File: src/fdc_map.svh
// register offsets, field positions, reset values and timing for fan duty
`ifndef FDC_MAP_SVH
`define FDC_MAP_SVH
`define FDC_IDX_FLOOR      6'h21
`define FDC_IDX_DUTY       6'h22
`define FDC_IDX_RAMP       6'h23
`define FDC_IDX_LCURVE     6'h24
`define FDC_IDX_RCURVE     6'h25
`define FDC_IDX_MODE       6'h30
`define FDC_IDX_STATUS     6'h31
`define FDC_RST_FLOOR      8'h55
`define FDC_RST_DUTY       8'h55
`define FDC_RST_RAMP       8'h52
`define FDC_RST_LCURVE     8'h41
`define FDC_RST_RCURVE     8'h61
`define FDC_RST_MODE       2'h0
`define FDC_RAMP_EN_BIT    7
`define FDC_RAMP_STEP_HI   6
`define FDC_RAMP_STEP_LO   5
`define FDC_RAMP_RATE_HI   4
`define FDC_RAMP_RATE_LO   2
`define FDC_RAMP_THR_HI    1
`define FDC_RAMP_THR_LO    0
`define FDC_CURVE_TEMP_HI  7
`define FDC_CURVE_TEMP_LO  3
`define FDC_CURVE_SLP_HI   2
`define FDC_CURVE_SLP_LO   0
`define FDC_PWM_TOP        8'hfe
`define FDC_CLK_NS         10
`define FDC_TICK_US        1000
`define FDC_RESP_OKAY      2'b00
`define FDC_RESP_SLVERR    2'b10
`endif

File: src/fdc_pkg.sv
// types shared by the fan duty control block
package fdc_pkg;
  typedef enum logic [3:0] {
    FDC_MODE_MANUAL = 4'b0001,
    FDC_MODE_LOCAL  = 4'b0010,
    FDC_MODE_REMOTE = 4'b0100,
    FDC_MODE_MAX    = 4'b1000
  } fdc_mode_type;
endpackage

File: src/fdc_curve.sv
// temperature to duty curve: floor below start, sloped rise above
`timescale 1ns/1ps
`include "fdc_map.svh"
module fdc_curve (
  input  wire logic [7:0] temp,
  input  wire logic [7:0] curve,
  input  wire logic [7:0] floor_duty,
  output logic      [7:0] target
);
  logic [7:0]  start_temp;
  logic [2:0]  slope;
  logic [7:0]  excess;
  logic [15:0] rise;
  logic [15:0] sum;

  // start temperature counts in steps of 4 degrees
  assign start_temp = {1'b0,
    curve[`FDC_CURVE_TEMP_HI:`FDC_CURVE_TEMP_LO], 2'b00};
  assign slope  = curve[`FDC_CURVE_SLP_HI:`FDC_CURVE_SLP_LO];
  assign excess = (temp > start_temp) ? 8'(temp - start_temp) : 8'h00;
  assign rise   = 16'({8'h00, excess} << slope);
  assign sum    = rise + {8'h00, floor_duty};
  // floor at or below start, saturate at full scale
  assign target = (sum > 16'h00ff) ? 8'hff : sum[7:0];
endmodule

File: src/fdc_duty_regs.sv
// fan duty control registers with pwm output, axi4-lite slave
`timescale 1ns/1ps
`include "fdc_map.svh"
// Contract
// - auto mode at or below start temperature drives floor duty; floor resets 0x55.
// - manual mode duty write takes effect on the output at once.
// - duty register is 8 bits, about 0.39% per code, resets 0x55.
// - reading the duty register returns the duty now driving the pin.
// - manual mode written duty value drives the fan output.
// - other modes keep written duty in a holding register, output unaffected.
// - switching to manual mode drives output from the holding register at once.
// - ramp register 0x52: enable, step, rate, threshold used in auto mode.
// - local curve 0x41: start temperature bits 7:3, slope bits 2:0.
// - remote curve 0x61: start temperature bits 7:3, slope bits 2:0.
module fdc_duty_regs
  import fdc_pkg::*;
#(
  parameter int unsigned ADDR_W      = 8,
  parameter int unsigned TICK_CYCLES =
    `FDC_TICK_US * 1000 / `FDC_CLK_NS
) (
  input  wire logic              clk_sys,
  input  wire logic              reset,
  input  wire logic [ADDR_W-1:0] s_axi_awaddr,
  input  wire logic [2:0]        s_axi_awprot,
  input  wire logic              s_axi_awvalid,
  output logic                   s_axi_awready,
  input  wire logic [31:0]       s_axi_wdata,
  input  wire logic [3:0]        s_axi_wstrb,
  input  wire logic              s_axi_wvalid,
  output logic                   s_axi_wready,
  output logic [1:0]             s_axi_bresp,
  output logic                   s_axi_bvalid,
  input  wire logic              s_axi_bready,
  input  wire logic [ADDR_W-1:0] s_axi_araddr,
  input  wire logic [2:0]        s_axi_arprot,
  input  wire logic              s_axi_arvalid,
  output logic                   s_axi_arready,
  output logic [31:0]            s_axi_rdata,
  output logic [1:0]             s_axi_rresp,
  output logic                   s_axi_rvalid,
  input  wire logic              s_axi_rready,
  input  wire logic [7:0]        local_temp,
  input  wire logic [7:0]        remote_temp,
  output logic                   pwm_out
);
  // byte address of each register is four times its index
  localparam logic [7:0] A_FLOOR  = {`FDC_IDX_FLOOR, 2'b00};
  localparam logic [7:0] A_DUTY   = {`FDC_IDX_DUTY, 2'b00};
  localparam logic [7:0] A_RAMP   = {`FDC_IDX_RAMP, 2'b00};
  localparam logic [7:0] A_LCURVE = {`FDC_IDX_LCURVE, 2'b00};
  localparam logic [7:0] A_RCURVE = {`FDC_IDX_RCURVE, 2'b00};
  localparam logic [7:0] A_MODE   = {`FDC_IDX_MODE, 2'b00};
  localparam logic [7:0] A_STATUS = {`FDC_IDX_STATUS, 2'b00};
  localparam int unsigned TW      = $clog2(TICK_CYCLES + 1);
  localparam logic [TW-1:0] TICK_LAST = TW'(TICK_CYCLES - 1);

  // ---- write channel capture
  logic              aw_full_q;
  logic              w_full_q;
  logic [7:0]        aw_addr_q;
  logic [7:0]        w_data_q;
  logic              w_lane0_q;
  logic              bvalid_q;
  logic [1:0]        bresp_q;
  logic              wr_fire;
  logic              wr_hit;
  logic              wr_floor;
  logic              wr_duty;
  logic              wr_ramp;
  logic              wr_lcurve;
  logic              wr_rcurve;
  logic              wr_mode;

  assign s_axi_awready = !aw_full_q && !bvalid_q;
  assign s_axi_wready  = !w_full_q && !bvalid_q;
  assign s_axi_bvalid  = bvalid_q;
  assign s_axi_bresp   = bresp_q;
  assign wr_fire   = aw_full_q && w_full_q && !bvalid_q;
  assign wr_floor  = wr_fire && w_lane0_q && (aw_addr_q == A_FLOOR);
  assign wr_duty   = wr_fire && w_lane0_q && (aw_addr_q == A_DUTY);
  assign wr_ramp   = wr_fire && w_lane0_q && (aw_addr_q == A_RAMP);
  assign wr_lcurve = wr_fire && w_lane0_q && (aw_addr_q == A_LCURVE);
  assign wr_rcurve = wr_fire && w_lane0_q && (aw_addr_q == A_RCURVE);
  assign wr_mode   = wr_fire && w_lane0_q && (aw_addr_q == A_MODE);
  assign wr_hit = (aw_addr_q == A_FLOOR) || (aw_addr_q == A_DUTY) ||
                  (aw_addr_q == A_RAMP) || (aw_addr_q == A_LCURVE) ||
                  (aw_addr_q == A_RCURVE) || (aw_addr_q == A_MODE) ||
                  (aw_addr_q == A_STATUS);

  always_ff @(posedge clk_sys) begin
    if (reset) begin
      aw_full_q <= 1'b0;
      aw_addr_q <= 8'h00;
    end else if (s_axi_awvalid && s_axi_awready) begin
      aw_full_q <= 1'b1;
      aw_addr_q <= 8'({s_axi_awaddr[ADDR_W-1:2], 2'b00});
    end else if (wr_fire) begin
      aw_full_q <= 1'b0;
    end
  end

  always_ff @(posedge clk_sys) begin
    if (reset) begin
      w_full_q  <= 1'b0;
      w_data_q  <= 8'h00;
      w_lane0_q <= 1'b0;
    end else if (s_axi_wvalid && s_axi_wready) begin
      w_full_q  <= 1'b1;
      w_data_q  <= s_axi_wdata[7:0];
      w_lane0_q <= s_axi_wstrb[0];
    end else if (wr_fire) begin
      w_full_q <= 1'b0;
    end
  end

  always_ff @(posedge clk_sys) begin
    if (reset) begin
      bvalid_q <= 1'b0;
      bresp_q  <= `FDC_RESP_OKAY;
    end else if (wr_fire) begin
      bvalid_q <= 1'b1;
      bresp_q  <= wr_hit ? `FDC_RESP_OKAY : `FDC_RESP_SLVERR;
    end else if (s_axi_bready) begin
      bvalid_q <= 1'b0;
    end
  end

  // ---- register file
  logic [7:0]   floor_q;
  logic [7:0]   hold_q;
  logic [7:0]   hold_d;
  logic [7:0]   ramp_q;
  logic [7:0]   lcurve_q;
  logic [7:0]   rcurve_q;
  logic [1:0]   mode_sel_q;
  fdc_mode_type mode;
  logic         mode_manual;

  assign mode = (mode_sel_q == 2'h0) ? FDC_MODE_MANUAL :
                (mode_sel_q == 2'h1) ? FDC_MODE_LOCAL  :
                (mode_sel_q == 2'h2) ? FDC_MODE_REMOTE : FDC_MODE_MAX;
  assign mode_manual = (mode == FDC_MODE_MANUAL);
  // writes in any mode land in the holding register
  assign hold_d = wr_duty ? w_data_q : hold_q;

  always_ff @(posedge clk_sys) begin
    if (reset) begin
      floor_q    <= `FDC_RST_FLOOR;
      hold_q     <= `FDC_RST_DUTY;
      ramp_q     <= `FDC_RST_RAMP;
      lcurve_q   <= `FDC_RST_LCURVE;
      rcurve_q   <= `FDC_RST_RCURVE;
      mode_sel_q <= `FDC_RST_MODE;
    end else begin
      hold_q <= hold_d;
      if (wr_floor)  floor_q    <= w_data_q;
      if (wr_ramp)   ramp_q     <= w_data_q;
      if (wr_lcurve) lcurve_q   <= w_data_q;
      if (wr_rcurve) rcurve_q   <= w_data_q;
      if (wr_mode)   mode_sel_q <= w_data_q[1:0];
    end
  end

  // ---- automatic curve targets
  logic [7:0] local_target;
  logic [7:0] remote_target;
  logic [7:0] auto_target;

  fdc_curve u_local_curve (
    .temp       (local_temp),
    .curve      (lcurve_q),
    .floor_duty (floor_q),
    .target     (local_target)
  );

  fdc_curve u_remote_curve (
    .temp       (remote_temp),
    .curve      (rcurve_q),
    .floor_duty (floor_q),
    .target     (remote_target)
  );

  assign auto_target =
    (mode == FDC_MODE_LOCAL)  ? local_target  :
    (mode == FDC_MODE_REMOTE) ? remote_target :
    (local_target > remote_target) ? local_target : remote_target;

  // ---- ramp timing
  logic          ramp_en;
  logic [7:0]    ramp_step;
  logic [2:0]    ramp_rate;
  logic [7:0]    ramp_thr;
  logic [TW-1:0] tick_cnt_q;
  logic [2:0]    rate_cnt_q;
  logic          tick;
  logic          ramp_tick;

  assign ramp_en   = ramp_q[`FDC_RAMP_EN_BIT];
  assign ramp_step = 8'h01 << ramp_q[`FDC_RAMP_STEP_HI:`FDC_RAMP_STEP_LO];
  assign ramp_rate = ramp_q[`FDC_RAMP_RATE_HI:`FDC_RAMP_RATE_LO];
  assign ramp_thr  = 8'h01 << ramp_q[`FDC_RAMP_THR_HI:`FDC_RAMP_THR_LO];
  assign tick      = (tick_cnt_q == TICK_LAST);
  // update period is (rate + 1) base ticks
  assign ramp_tick = tick && (rate_cnt_q >= ramp_rate);

  always_ff @(posedge clk_sys) begin
    if (reset || tick) begin
      tick_cnt_q <= '0;
    end else begin
      tick_cnt_q <= tick_cnt_q + TW'(1);
    end
  end

  always_ff @(posedge clk_sys) begin
    if (reset || ramp_tick) begin
      rate_cnt_q <= 3'h0;
    end else if (tick) begin
      rate_cnt_q <= rate_cnt_q + 3'h1;
    end
  end

  // ---- live duty selection
  logic [7:0] duty_q;
  logic [7:0] duty_d;
  logic [7:0] ramp_next;
  logic [7:0] gap;
  logic [8:0] up_sum;

  assign gap = (auto_target > duty_q) ? 8'(auto_target - duty_q) :
                                        8'(duty_q - auto_target);
  assign up_sum = {1'b0, duty_q} + {1'b0, ramp_step};
  assign ramp_next =
    (gap < ramp_thr)          ? duty_q :
    (gap <= ramp_step)        ? auto_target :
    (auto_target > duty_q)    ? up_sum[7:0] : 8'(duty_q - ramp_step);
  // manual mode drives straight from the written value
  assign duty_d = mode_manual ? hold_d :
                  !ramp_en    ? auto_target :
                  ramp_tick   ? ramp_next : duty_q;

  always_ff @(posedge clk_sys) begin
    if (reset) begin
      duty_q <= `FDC_RST_DUTY;
    end else begin
      duty_q <= duty_d;
    end
  end

  // ---- pwm: period of 255 clocks, code 255 is full on
  logic [7:0] pwm_cnt_q;
  logic       pwm_q;

  always_ff @(posedge clk_sys) begin
    if (reset || pwm_cnt_q == `FDC_PWM_TOP) begin
      pwm_cnt_q <= 8'h00;
    end else begin
      pwm_cnt_q <= pwm_cnt_q + 8'h01;
    end
  end

  always_ff @(posedge clk_sys) begin
    if (reset) begin
      pwm_q <= 1'b0;
    end else begin
      pwm_q <= (pwm_cnt_q < duty_d);
    end
  end
  assign pwm_out = pwm_q;

  // ---- read channel
  logic        rvalid_q;
  logic [31:0] rdata_q;
  logic [1:0]  rresp_q;
  logic [7:0]  rd_addr;
  logic        rd_fire;
  logic [31:0] rd_word;
  logic        rd_hit;

  assign s_axi_arready = !rvalid_q;
  assign s_axi_rvalid  = rvalid_q;
  assign s_axi_rdata   = rdata_q;
  assign s_axi_rresp   = rresp_q;
  assign rd_fire = s_axi_arvalid && !rvalid_q;
  assign rd_addr = 8'({s_axi_araddr[ADDR_W-1:2], 2'b00});
  assign rd_hit  = (rd_addr == A_FLOOR) || (rd_addr == A_DUTY) ||
                   (rd_addr == A_RAMP) || (rd_addr == A_LCURVE) ||
                   (rd_addr == A_RCURVE) || (rd_addr == A_MODE) ||
                   (rd_addr == A_STATUS);
  // duty register reads back the live duty
  assign rd_word =
    (rd_addr == A_FLOOR)  ? {24'h0, floor_q}  :
    (rd_addr == A_DUTY)   ? {24'h0, duty_q}   :
    (rd_addr == A_RAMP)   ? {24'h0, ramp_q}   :
    (rd_addr == A_LCURVE) ? {24'h0, lcurve_q} :
    (rd_addr == A_RCURVE) ? {24'h0, rcurve_q} :
    (rd_addr == A_MODE)   ? {30'h0, mode_sel_q} :
    (rd_addr == A_STATUS) ? {8'h0, auto_target, hold_q, duty_q} : 32'h0;

  always_ff @(posedge clk_sys) begin
    if (reset) begin
      rvalid_q <= 1'b0;
      rdata_q  <= 32'h0;
      rresp_q  <= `FDC_RESP_OKAY;
    end else if (rd_fire) begin
      rvalid_q <= 1'b1;
      rdata_q  <= rd_word;
      rresp_q  <= rd_hit ? `FDC_RESP_OKAY : `FDC_RESP_SLVERR;
    end else if (s_axi_rready) begin
      rvalid_q <= 1'b0;
    end
  end

  // ---- assertions
  property p_floor;
    @(posedge clk_sys) disable iff (reset)
    (mode == FDC_MODE_LOCAL) && !ramp_en &&
    (local_temp <= {1'b0, lcurve_q[7:3], 2'b00}) |=> duty_q == $past(floor_q);
  endproperty
  a_floor: assert property (p_floor)
    else $error("auto duty not at floor");

  property p_manual_write;
    @(posedge clk_sys) disable iff (reset)
    wr_duty && mode_manual |=> duty_q == $past(w_data_q) ##1
      (!mode_manual || wr_duty || duty_q == $past(duty_q));
  endproperty
  a_manual_write: assert property (p_manual_write)
    else $error("manual duty write not applied");

  property p_reset_vals;
    @(posedge clk_sys)
    reset |=> duty_q == 8'h55 && floor_q == 8'h55 && ramp_q == 8'h52 &&
      lcurve_q == 8'h41 && rcurve_q == 8'h61;
  endproperty
  a_reset_vals: assert property (p_reset_vals)
    else $error("register reset value wrong");

  property p_read_duty;
    @(posedge clk_sys) disable iff (reset)
    rd_fire && rd_addr == A_DUTY |=> s_axi_rdata == {24'h0, $past(duty_q)};
  endproperty
  a_read_duty: assert property (p_read_duty)
    else $error("duty read not live value");

  property p_hold;
    @(posedge clk_sys) disable iff (reset)
    wr_duty && !mode_manual && !ramp_en |=> hold_q == $past(w_data_q) &&
      duty_q == $past(auto_target);
  endproperty
  a_hold: assert property (p_hold)
    else $error("holding register not loaded");

  property p_switch;
    @(posedge clk_sys) disable iff (reset)
    $rose(mode_manual) |-> ##1 duty_q == $past(hold_d);
  endproperty
  a_switch: assert property (p_switch)
    else $error("switch to manual not applied");

  property p_ramp_hold;
    @(posedge clk_sys) disable iff (reset)
    !mode_manual && ramp_en && !ramp_tick && !$past(mode_manual)
      |=> duty_q == $past(duty_q);
  endproperty
  a_ramp_hold: assert property (p_ramp_hold)
    else $error("ramped duty moved off tick");

  property p_curve;
    @(posedge clk_sys) disable iff (reset)
    (mode == FDC_MODE_REMOTE) && !ramp_en |=> duty_q == $past(remote_target);
  endproperty
  a_curve: assert property (p_curve)
    else $error("auto duty not following curve");

  property p_pwm_ends;
    @(posedge clk_sys) disable iff (reset)
    duty_q == 8'h00 && $past(duty_q) == 8'h00 ##1 duty_q == 8'h00
      |-> !pwm_out;
  endproperty
  a_pwm_ends: assert property (p_pwm_ends)
    else $error("pwm high at zero duty");
endmodule

File: config.mk
export PLATFORM = sky130hd
export DESIGN_NAME = fdc_duty_regs
export DESIGN_NICKNAME = d
export VERILOG_FILES = /design/src/fdc_pkg.sv /design/src/fdc_curve.sv /design/src/fdc_duty_regs.sv
export VERILOG_INCLUDE_DIRS = /design/src
export SDC_FILE = /design/constraint.sdc
export NUM_CORES = 1
export LEC_CHECK = 0
export ABC_AREA = 0
export BUFFER_PORTS_ARGS = -buffer_cell sky130_fd_sc_hd__buf_2
export CAP_MARGIN = 20
export CELL_PAD_IN_SITES_DETAIL_PLACEMENT = 0
export CELL_PAD_IN_SITES_GLOBAL_PLACEMENT = 1
export CORE_ASPECT_RATIO = 0.6
export CORE_MARGIN = 5
export CORE_UTILIZATION = 40
export CTS_CLUSTER_SIZE = 40
export DETAILED_ROUTE_END_ITERATION = 8
export PLACE_DENSITY = 0.81
export SYNTH_ARGS = -nofsm -noshare
export SYNTH_HDL_FRONTEND = slang
export SYNTH_SLANG_ARGS = --single-unit
File: constraint.sdc
create_clock -name clk_sys -period 12.1 [get_ports clk_sys]
set_input_delay 2.42 -clock clk_sys [delete_from_list [all_inputs] [get_ports clk_sys]]
set_output_delay 2.42 -clock clk_sys [all_outputs]
set_load 0.005 [all_outputs]
[Word level (Yosys, flattened, before mapping)]
Index checks and enable logic that the tools add are counted.
Storage, ports and cells
  latch bits: 0
  output and inout bits: 42
  input bits: 81
  RAM bits: 0
  flip-flop bits (word level): 134
  memories: 0
  bits in read-only memories: 0
Cells by class
  bitwise gates (word level): 0
  equality and inequality tests: 21
  magnitude comparators: 10
  add/subtract/negate cells: 11
  divide/modulo/power cells: 0
  shift-type cells: 4
  muxes and demuxes: 34
  reduce and logical (&&, ||, !) cells: 39
  $mul: 0
Operator list (number)
  $mux 24: 7
  $mux 8: 15
  $eq 6x6->1 const B: 14
  $add 16x8->16: 2
  $gt 16x8->1 const B: 2
  $shl 8x3->16: 2
  $sub 8x8->8: 3
  $add 17x1->17 const B: 1
  $eq 17x17->1 const B: 1
  $gt 8x7->1: 2
  $gt 8x8->1: 2
  $lt 8x8->1: 2
  $shl 1x2->8 const A: 2
  $sub 8x7->8: 2
  $logic_and 1x1->1: 15
  $logic_or 1x1->1: 15
  $mux 4: 3
  $add 8x1->8 const B: 1
  $add 8x8->8: 1
  $eq 8x8->1 const B: 1
  $le 8x8->1: 1
  $reduce_bool 2->1: 4
  $mux 1: 7
  $eq 4x1->1 const B: 1
  9 further kinds: 13

[Logic depth before layout (Yosys ltp)]
  depth after elaboration: 19
  mapped depth: 58
  depth with buffers taken out: 57

[Hierarchy]
A second synthesis with hierarchy kept.
Unflattened totals
  cell total of the unflattened synthesis: 1215
  area, all modules: 9669.3 um^2
Modules (own cells, without submodules)
  fdc_duty_regs: area each 7210.7 um^2, sequential area each 2482.4 um^2, times used 1, cells an instance 868
  fdc_curve at u_remote_curve: area each 1280.0 um^2, sequential area each 0.0 um^2, times used 1, cells an instance 181
  fdc_curve at u_local_curve: area each 1178.6 um^2, sequential area each 0.0 um^2, times used 1, cells an instance 166

[Least setup slack after synthesis]
No wires, ideal clock.
  kind: input port to flip-flop
  start: in local_temp[2]
  end: reg pwm_q, in the netlist pwm_out
  slack: -0.060 ns
  required time: 11.984 ns
  arrival: 12.044 ns
  path buffers: 3
  cell stages on the path: 55
  setup time: 0.116 ns
  cells stage by stage: inv_1 -> ha_1 -> fa_1 -> nand2b_1 -> a21oi_2 -> o21ai_1 -> nor4_1 -> inv_1 -> fa_1 -> nor2b_1 -> o21ai_0 -> a21boi_0 -> o211a_1 -> o211ai_1 -> mux2i_1 -> nand3_2 -> buf_4 -> or2_2 -> [19 not listed] -> xor2_1 -> ha_1 -> nor2_1 -> o21ai_0 -> o22a_1 -> o211ai_1 -> nor3b_1 -> a21oi_2 -> buf_6 -> mux2i_1 -> nand2_1 -> a31o_1 -> ha_1 -> o21ai_0 -> a21oi_1 -> o21ai_0 -> nor2b_1 -> a31o_2
Between the ends
  cells in the longest elaborated chain, start to end: 19
  elaborated cells on any way between the ends: 24
  classes of those cells: add/sub: 4; order compare: 7; shift: 1; mux: 12
RTL lines
  start, declared: RTL line fdc_duty_regs.sv:43  | input wire logic [7:0] local_temp,
  $sub 8x7->8 / $gt 8x7->1 (equally long branches): RTL line fdc_curve.sv:20  | assign excess = (temp > start_temp) ? 8'(temp - start_temp) : 8'h00;
  $mux 8 *: RTL line fdc_curve.sv:20
  $shl 8x3->16 *: RTL line fdc_curve.sv:21  | assign rise = 16'({8'h00, excess} << slope);
  $add 16x8->16 *: RTL line fdc_curve.sv:22  | assign sum = rise + {8'h00, floor_duty};
  $gt 16x8->1: RTL line fdc_curve.sv:24  | assign target = (sum > 16'h00ff) ? 8'hff : sum[7:0];
  $mux 8 *: RTL line fdc_curve.sv:24
  $gt 8x8->1: RTL line fdc_duty_regs.sv:187  | (local_target > remote_target) ? local_target : remote_target;
  $mux 8: RTL line fdc_duty_regs.sv:187
  [3 not listed]
  $mux 8: RTL line fdc_duty_regs.sv:230  | assign gap = (auto_target > duty_q) ? 8'(auto_target - duty_q) :
  $le 8x8->1: RTL line fdc_duty_regs.sv:235  | (gap <= ramp_step) ? auto_target :
  $mux 8: RTL line fdc_duty_regs.sv:235
  $mux 8: RTL line fdc_duty_regs.sv:234  | (gap < ramp_thr) ? duty_q :
  $mux 8: RTL line fdc_duty_regs.sv:240  | ramp_tick ? ramp_next : duty_q;
  $mux 8 *: RTL line fdc_duty_regs.sv:239  | !ramp_en ? auto_target :
  $mux 8 *: RTL line fdc_duty_regs.sv:238  | assign duty_d = mode_manual ? hold_d :
  $lt 8x8->1 *: RTL line fdc_duty_regs.sv:266  | pwm_q <= (pwm_cnt_q < duty_d);
  end signal, assigned: RTL line fdc_duty_regs.sv:266
  end, declared: RTL line fdc_duty_regs.sv:252  | logic pwm_q;
Every way passes the cells marked *; elsewhere a longest branch is shown, timed or not.
A chain may end at the register's enable or synchronous reset.

[Worst setup path after layout]
Same ends and word-level chain as after synthesis.

==> PnR_summary.wiki <==
{| class="wikitable"
! Metric !! Value
|-
| Clock slew at the register clock pins of the worst setup and hold paths || about 0.050 ns
|-
| Power per cell area || around 150 nW/um^2
|-
| Count of inserted antenna diode cells || 0
|-
| Final routed wirelength across all metal layers || around 31 mm
|-
| Worst vdd ir || just over 0.0001 V
|-
| Tightest slew margin relative to the limit || between 20% and 30%
|-
| Critical Path AT || between 10 and 15 ns
|-
| Number of enable-type register cells in the synthesized netlist || 0
|-
| Average cell area after synthesis || 7.93 sq um
|-
| Std cell rows || 43
|-
| CTS Buffer Depth || 2
|-
| Iter 0 DRT Violations || 780
|-
| Num CTS Buffers || 17
|-
| Combinational Power Share || 51.2%
|-
| CP most frequent cell || sky130_fd_sc_hd__buf_4
|-
| I/O pin total || 123
|-
| Internal power component || approximately 0.0012 W
|-
| Crit-path max cell delay || between 0.4 and 0.5 ns
|-
| CTS Root Buffer Type || sky130_fd_sc_hd__clkbuf_16
|-
| Crit end category || flop
|-
| Final period demand of the worst path || 12.08 ns
|-
| Switching component of the power || about 0.00069 W
|-
| Slew of the pin with the lowest slew margin || between 1 and 1.5 ns
|-
| Sequential group share of total power || 22.5%
|-
| Smallest setup slack after layout || approximately 0.023 ns
|-
| Insertion delay to the later sink of the worst-skew pair || around 0.42 ns
|-
| Hold crit path type || reg2reg
|-
| First-pass GRT wire length || roughly 48 mm
|-
| Netlist area before placement || ~9500 sq um
|-
| Total routing resource utilization after global routing || 21.9%
|-
| Post-detailed-route via-to-cell ratio || approximately 5.5
|-
| Total power draw || around 0.0019 W
|-
| Multiplexer fraction of the synthesized cell area || 7.09%
|-
| Share of power burned in the clock network || between 20% and 30%
|-
| Hold-fix buffers, CTS || 0
|-
| Startpoint types || primary input
|-
| Number of search-and-repair iterations in the first detailed-routing pass || 5
|-
| GP Congestion || ~0.93
|-
| Aggregate negative setup slack || 0 ns
|-
| Number of global-route vias before repair || slightly below 9000
|-
| Clock net sink count || between 100 and 150
|-
| Adder-cell share of the synthesized area || about an eighth
|-
| Grt total ovfl || 0
|-
| Portion of the post-synthesis area used by sequential elements || between 20% and 30%
|-
| TritonCTS clock tree || built
|-
| Post-DR wirelength/cell || between 15 and 20 microns
|-
| Cell count after synthesis || between 1000 and 1500
|-
| Count of vias placed by the detailed router || ~9700
|-
| Initial antenna violation count || 0
|-
| Worst slack at placement || -0.896 ns
|-
| Fraction of layout cells with a size suffix above 1 || between 30% and 40%
|-
| Post-synth ARST share || 0%
|-
| Final-report hold violation count || 0
|-
| Main combinational cell family by area after synthesis || simple AND/OR/NAND/NOR gates
|-
| Ratio of final minimum period to clock period || between 90 and 100%
|-
| Simple logic cell fraction of the synthesized area || 22.5%
|-
| Detail Route Antenna Nets || 0
|-
| Horizontal die dimension || roughly 210 microns
|-
| DPL Wire Length || between 20 and 25 mm
|-
| Max FO, Critical Path || 7
|-
| Standard cell with the maximum stage delay on the critical path || sky130_fd_sc_hd__mux4_2
|-
| Total number of H-tree levels || 4
|-
| Xor and xnor area share after synthesis || approximately 4.4%
|-
| Leak || about 5.6 nW
|-
| Net switching fraction of the power || 36.2%
|-
| Synth Area in Compound Gates || between 20% and 30%
|-
| Achievable clock frequency || approximately 83 MHz
|-
| Required time worst endpoint || between 10 and 15 ns
|-
| Yosys warning total || 0
|-
| Slew Viols, Final || 0
|-
| Maximum number of pins on one net before global-route repair || 76
|-
| Layout-stage area growth over the synthesis result || 33.6%
|-
| Synth Register Bits || 124
|-
| Min Hold Slack || 0.452 ns
|-
| Max_cap viols || 0
|-
| Drc violations || 0
|-
| Final setup viols || 0
|-
| Final Net Count || around 1600
|-
| Prevailing post-synth register cell || sky130_fd_sc_hd__dfxtp_1
|-
| Setup repair after global routing missed its margin || true
|-
| Total die area || between 20000 and 30000 sq um
|-
| Run status || complete, no violations
|-
| Worst clock skew || between 0.008 and 0.009 ns
|-
| Std-Cell Core Area || between 20000 and 25000 sq um
|-
| Starting Density || 40.9%
|-
| Utilization after layout || 54.6%
|-
| Path type of the worst setup path || in2reg
|-
| Input/output buffers || between 70 and 80
|-
| Vert. Die Dim || ~130 microns
|-
| Number of distinct standard cells referenced by the synthesized netlist || 100
|}
-- synthesized netlist by cell type, types with 15 or more instances --
library cell               number  area share, %
sky130_fd_sc_hd__xor2_1        20            1.8
sky130_fd_sc_hd__nor3_1        17           0.90
sky130_fd_sc_hd__inv_1         75            3.0
sky130_fd_sc_hd__nor2_1       147            5.8
sky130_fd_sc_hd__nand2_1      117            4.6
sky130_fd_sc_hd__a21oi_1       95            5.0
sky130_fd_sc_hd__nand3_1       36            1.9
sky130_fd_sc_hd__nand2b_1      18            1.2
sky130_fd_sc_hd__o21ai_0       44            2.3
sky130_fd_sc_hd__mux2i_1       48            5.1
sky130_fd_sc_hd__and3_1        23            1.5
sky130_fd_sc_hd__dfxtp_1      124             26
sky130_fd_sc_hd__xnor2_1       28            2.6
sky130_fd_sc_hd__ha_1          78             10
sky130_fd_sc_hd__clkbuf_1      33            1.3
sky130_fd_sc_hd__o211ai_1      15            1.2
-- path summary, 6_finish.rpt --
check / from / endpoint / slack, ns / cells past startpoint
max: local_temp[2] / pwm_out / 0.02 / 51
min: s_axi_rdata[13] / s_axi_rdata[13] / 0.45 / 2
max reg2reg: rcurve_q[3] / pwm_out / 1.74 / 52
min reg2reg: s_axi_rdata[13] / s_axi_rdata[13] / 0.45 / 2
-- timing repair --
action | CTS | global route
hold endpoints to repair | 0 | 0
endpoints found under the setup margin | 1 | 1
pin swaps | 13 | 73
setup buffers | 6 | 20
gates resized for setup | 22 | 115
-- flip-flops by register name, summed over array words and instances, names as in the netlist --
register      count
hold_q            8
pwm_out           1
duty_q            8
s_axi_bresp       1
floor_q           8
mode_sel_q        2
s_axi_rvalid      1
s_axi_rdata      24
rate_cnt_q        3
ramp_q            8
tick_cnt_q       17
lcurve_q          8
w_full_q          1
pwm_cnt_q         8
s_axi_bvalid      1
s_axi_rresp       1
aw_addr_q         6
aw_full_q         1
rcurve_q          8
w_lane0_q         1
w_data_q          8
-- cell usage in the layout (no fill, tap or decap), types with 7 or more instances in the layout --
cell type / n
sky130_fd_sc_hd__xnor2_1: 26
sky130_fd_sc_hd__nor2_1: 137
sky130_fd_sc_hd__nor3_1: 17
sky130_fd_sc_hd__ha_1: 57
sky130_fd_sc_hd__mux2_2: 12
sky130_fd_sc_hd__nand3_1: 35
sky130_fd_sc_hd__buf_4: 186
sky130_fd_sc_hd__and3_1: 20
sky130_fd_sc_hd__or2_2: 8
sky130_fd_sc_hd__nand2_1: 114
sky130_fd_sc_hd__o21ai_2: 7
sky130_fd_sc_hd__nand2b_1: 17
sky130_fd_sc_hd__o211ai_1: 15
sky130_fd_sc_hd__o21ai_1: 10
sky130_fd_sc_hd__nor2b_1: 13
sky130_fd_sc_hd__nand4_1: 12
sky130_fd_sc_hd__inv_1: 70
sky130_fd_sc_hd__xor2_1: 19
sky130_fd_sc_hd__ha_4: 15
sky130_fd_sc_hd__conb_1: 10
sky130_fd_sc_hd__mux2i_1: 44
sky130_fd_sc_hd__a21oi_2: 9
sky130_fd_sc_hd__a22oi_1: 7
sky130_fd_sc_hd__nor2_2: 9
sky130_fd_sc_hd__or2_4: 7
sky130_fd_sc_hd__dfxtp_1: 124
sky130_fd_sc_hd__buf_6: 8
sky130_fd_sc_hd__a21o_1: 11
sky130_fd_sc_hd__buf_2: 74
sky130_fd_sc_hd__clkbuf_16: 17
sky130_fd_sc_hd__a21oi_1: 88
sky130_fd_sc_hd__o21ai_0: 36
-- kinds of logic after synthesis --
family                   after synthesis
buffers and inverters                136
other                                  1
AND/OR/NAND/NOR                      441
multiplexers                          63
AO/OA/AOI/OAI                        297
XOR/XNOR                              48
flip-flops                           124
adder cells (fa/ha/maj)               86
-- power groups by stage --
stage	logic [W]	clock network, W	registers, W
after floorplan	0.000473	0	0.000433
after global placement	0.000783	0	0.000437
after detailed placement	0.000798	0	0.000437
after CTS	0.000857	0.000506	0.000429
after global routing	0.00105	0.000526	0.000430
final	0.000974	0.000500	0.000429
-- worst max-delay path, delay by kind of cell --
family,cells,cell delay (ns)
compound gates,18,3.16
fa+ha+maj,8,2.25
xor+xnor,2,0.42
mux,2,0.67
buf+inv,10,1.26
simple gates,11,2.20
-- area by class of cell --
type | count | area, sq um
tap | 315 | 394
multi-input combinational | 945 | 7030
inverter | 78 | 300
timing repair buffer | 269 | 1870
sequential | 124 | 2480
clock buffer | 21 | 480
clock inverter | 11 | 106
fill | 2139 | 10500
-- layer usage --
layer	up-vias	global-route usage [%]	wire [microns]
met5	-	0	0
met4	0	3.91	271
met3	23	5.86	2580
li1	4752	-	-
met1	4592	33.3	15600
met2	332	31.2	12900
-- per-stage QoR --
stage	cells	cell area, sq um
floorplan	1205	9520
global placement	1708	11300
detailed placement	1708	11300
CTS	1746	12000
global route	1763	12700
finish	1763	12700
No activity file was read; power rests on OpenSTA's default activity.
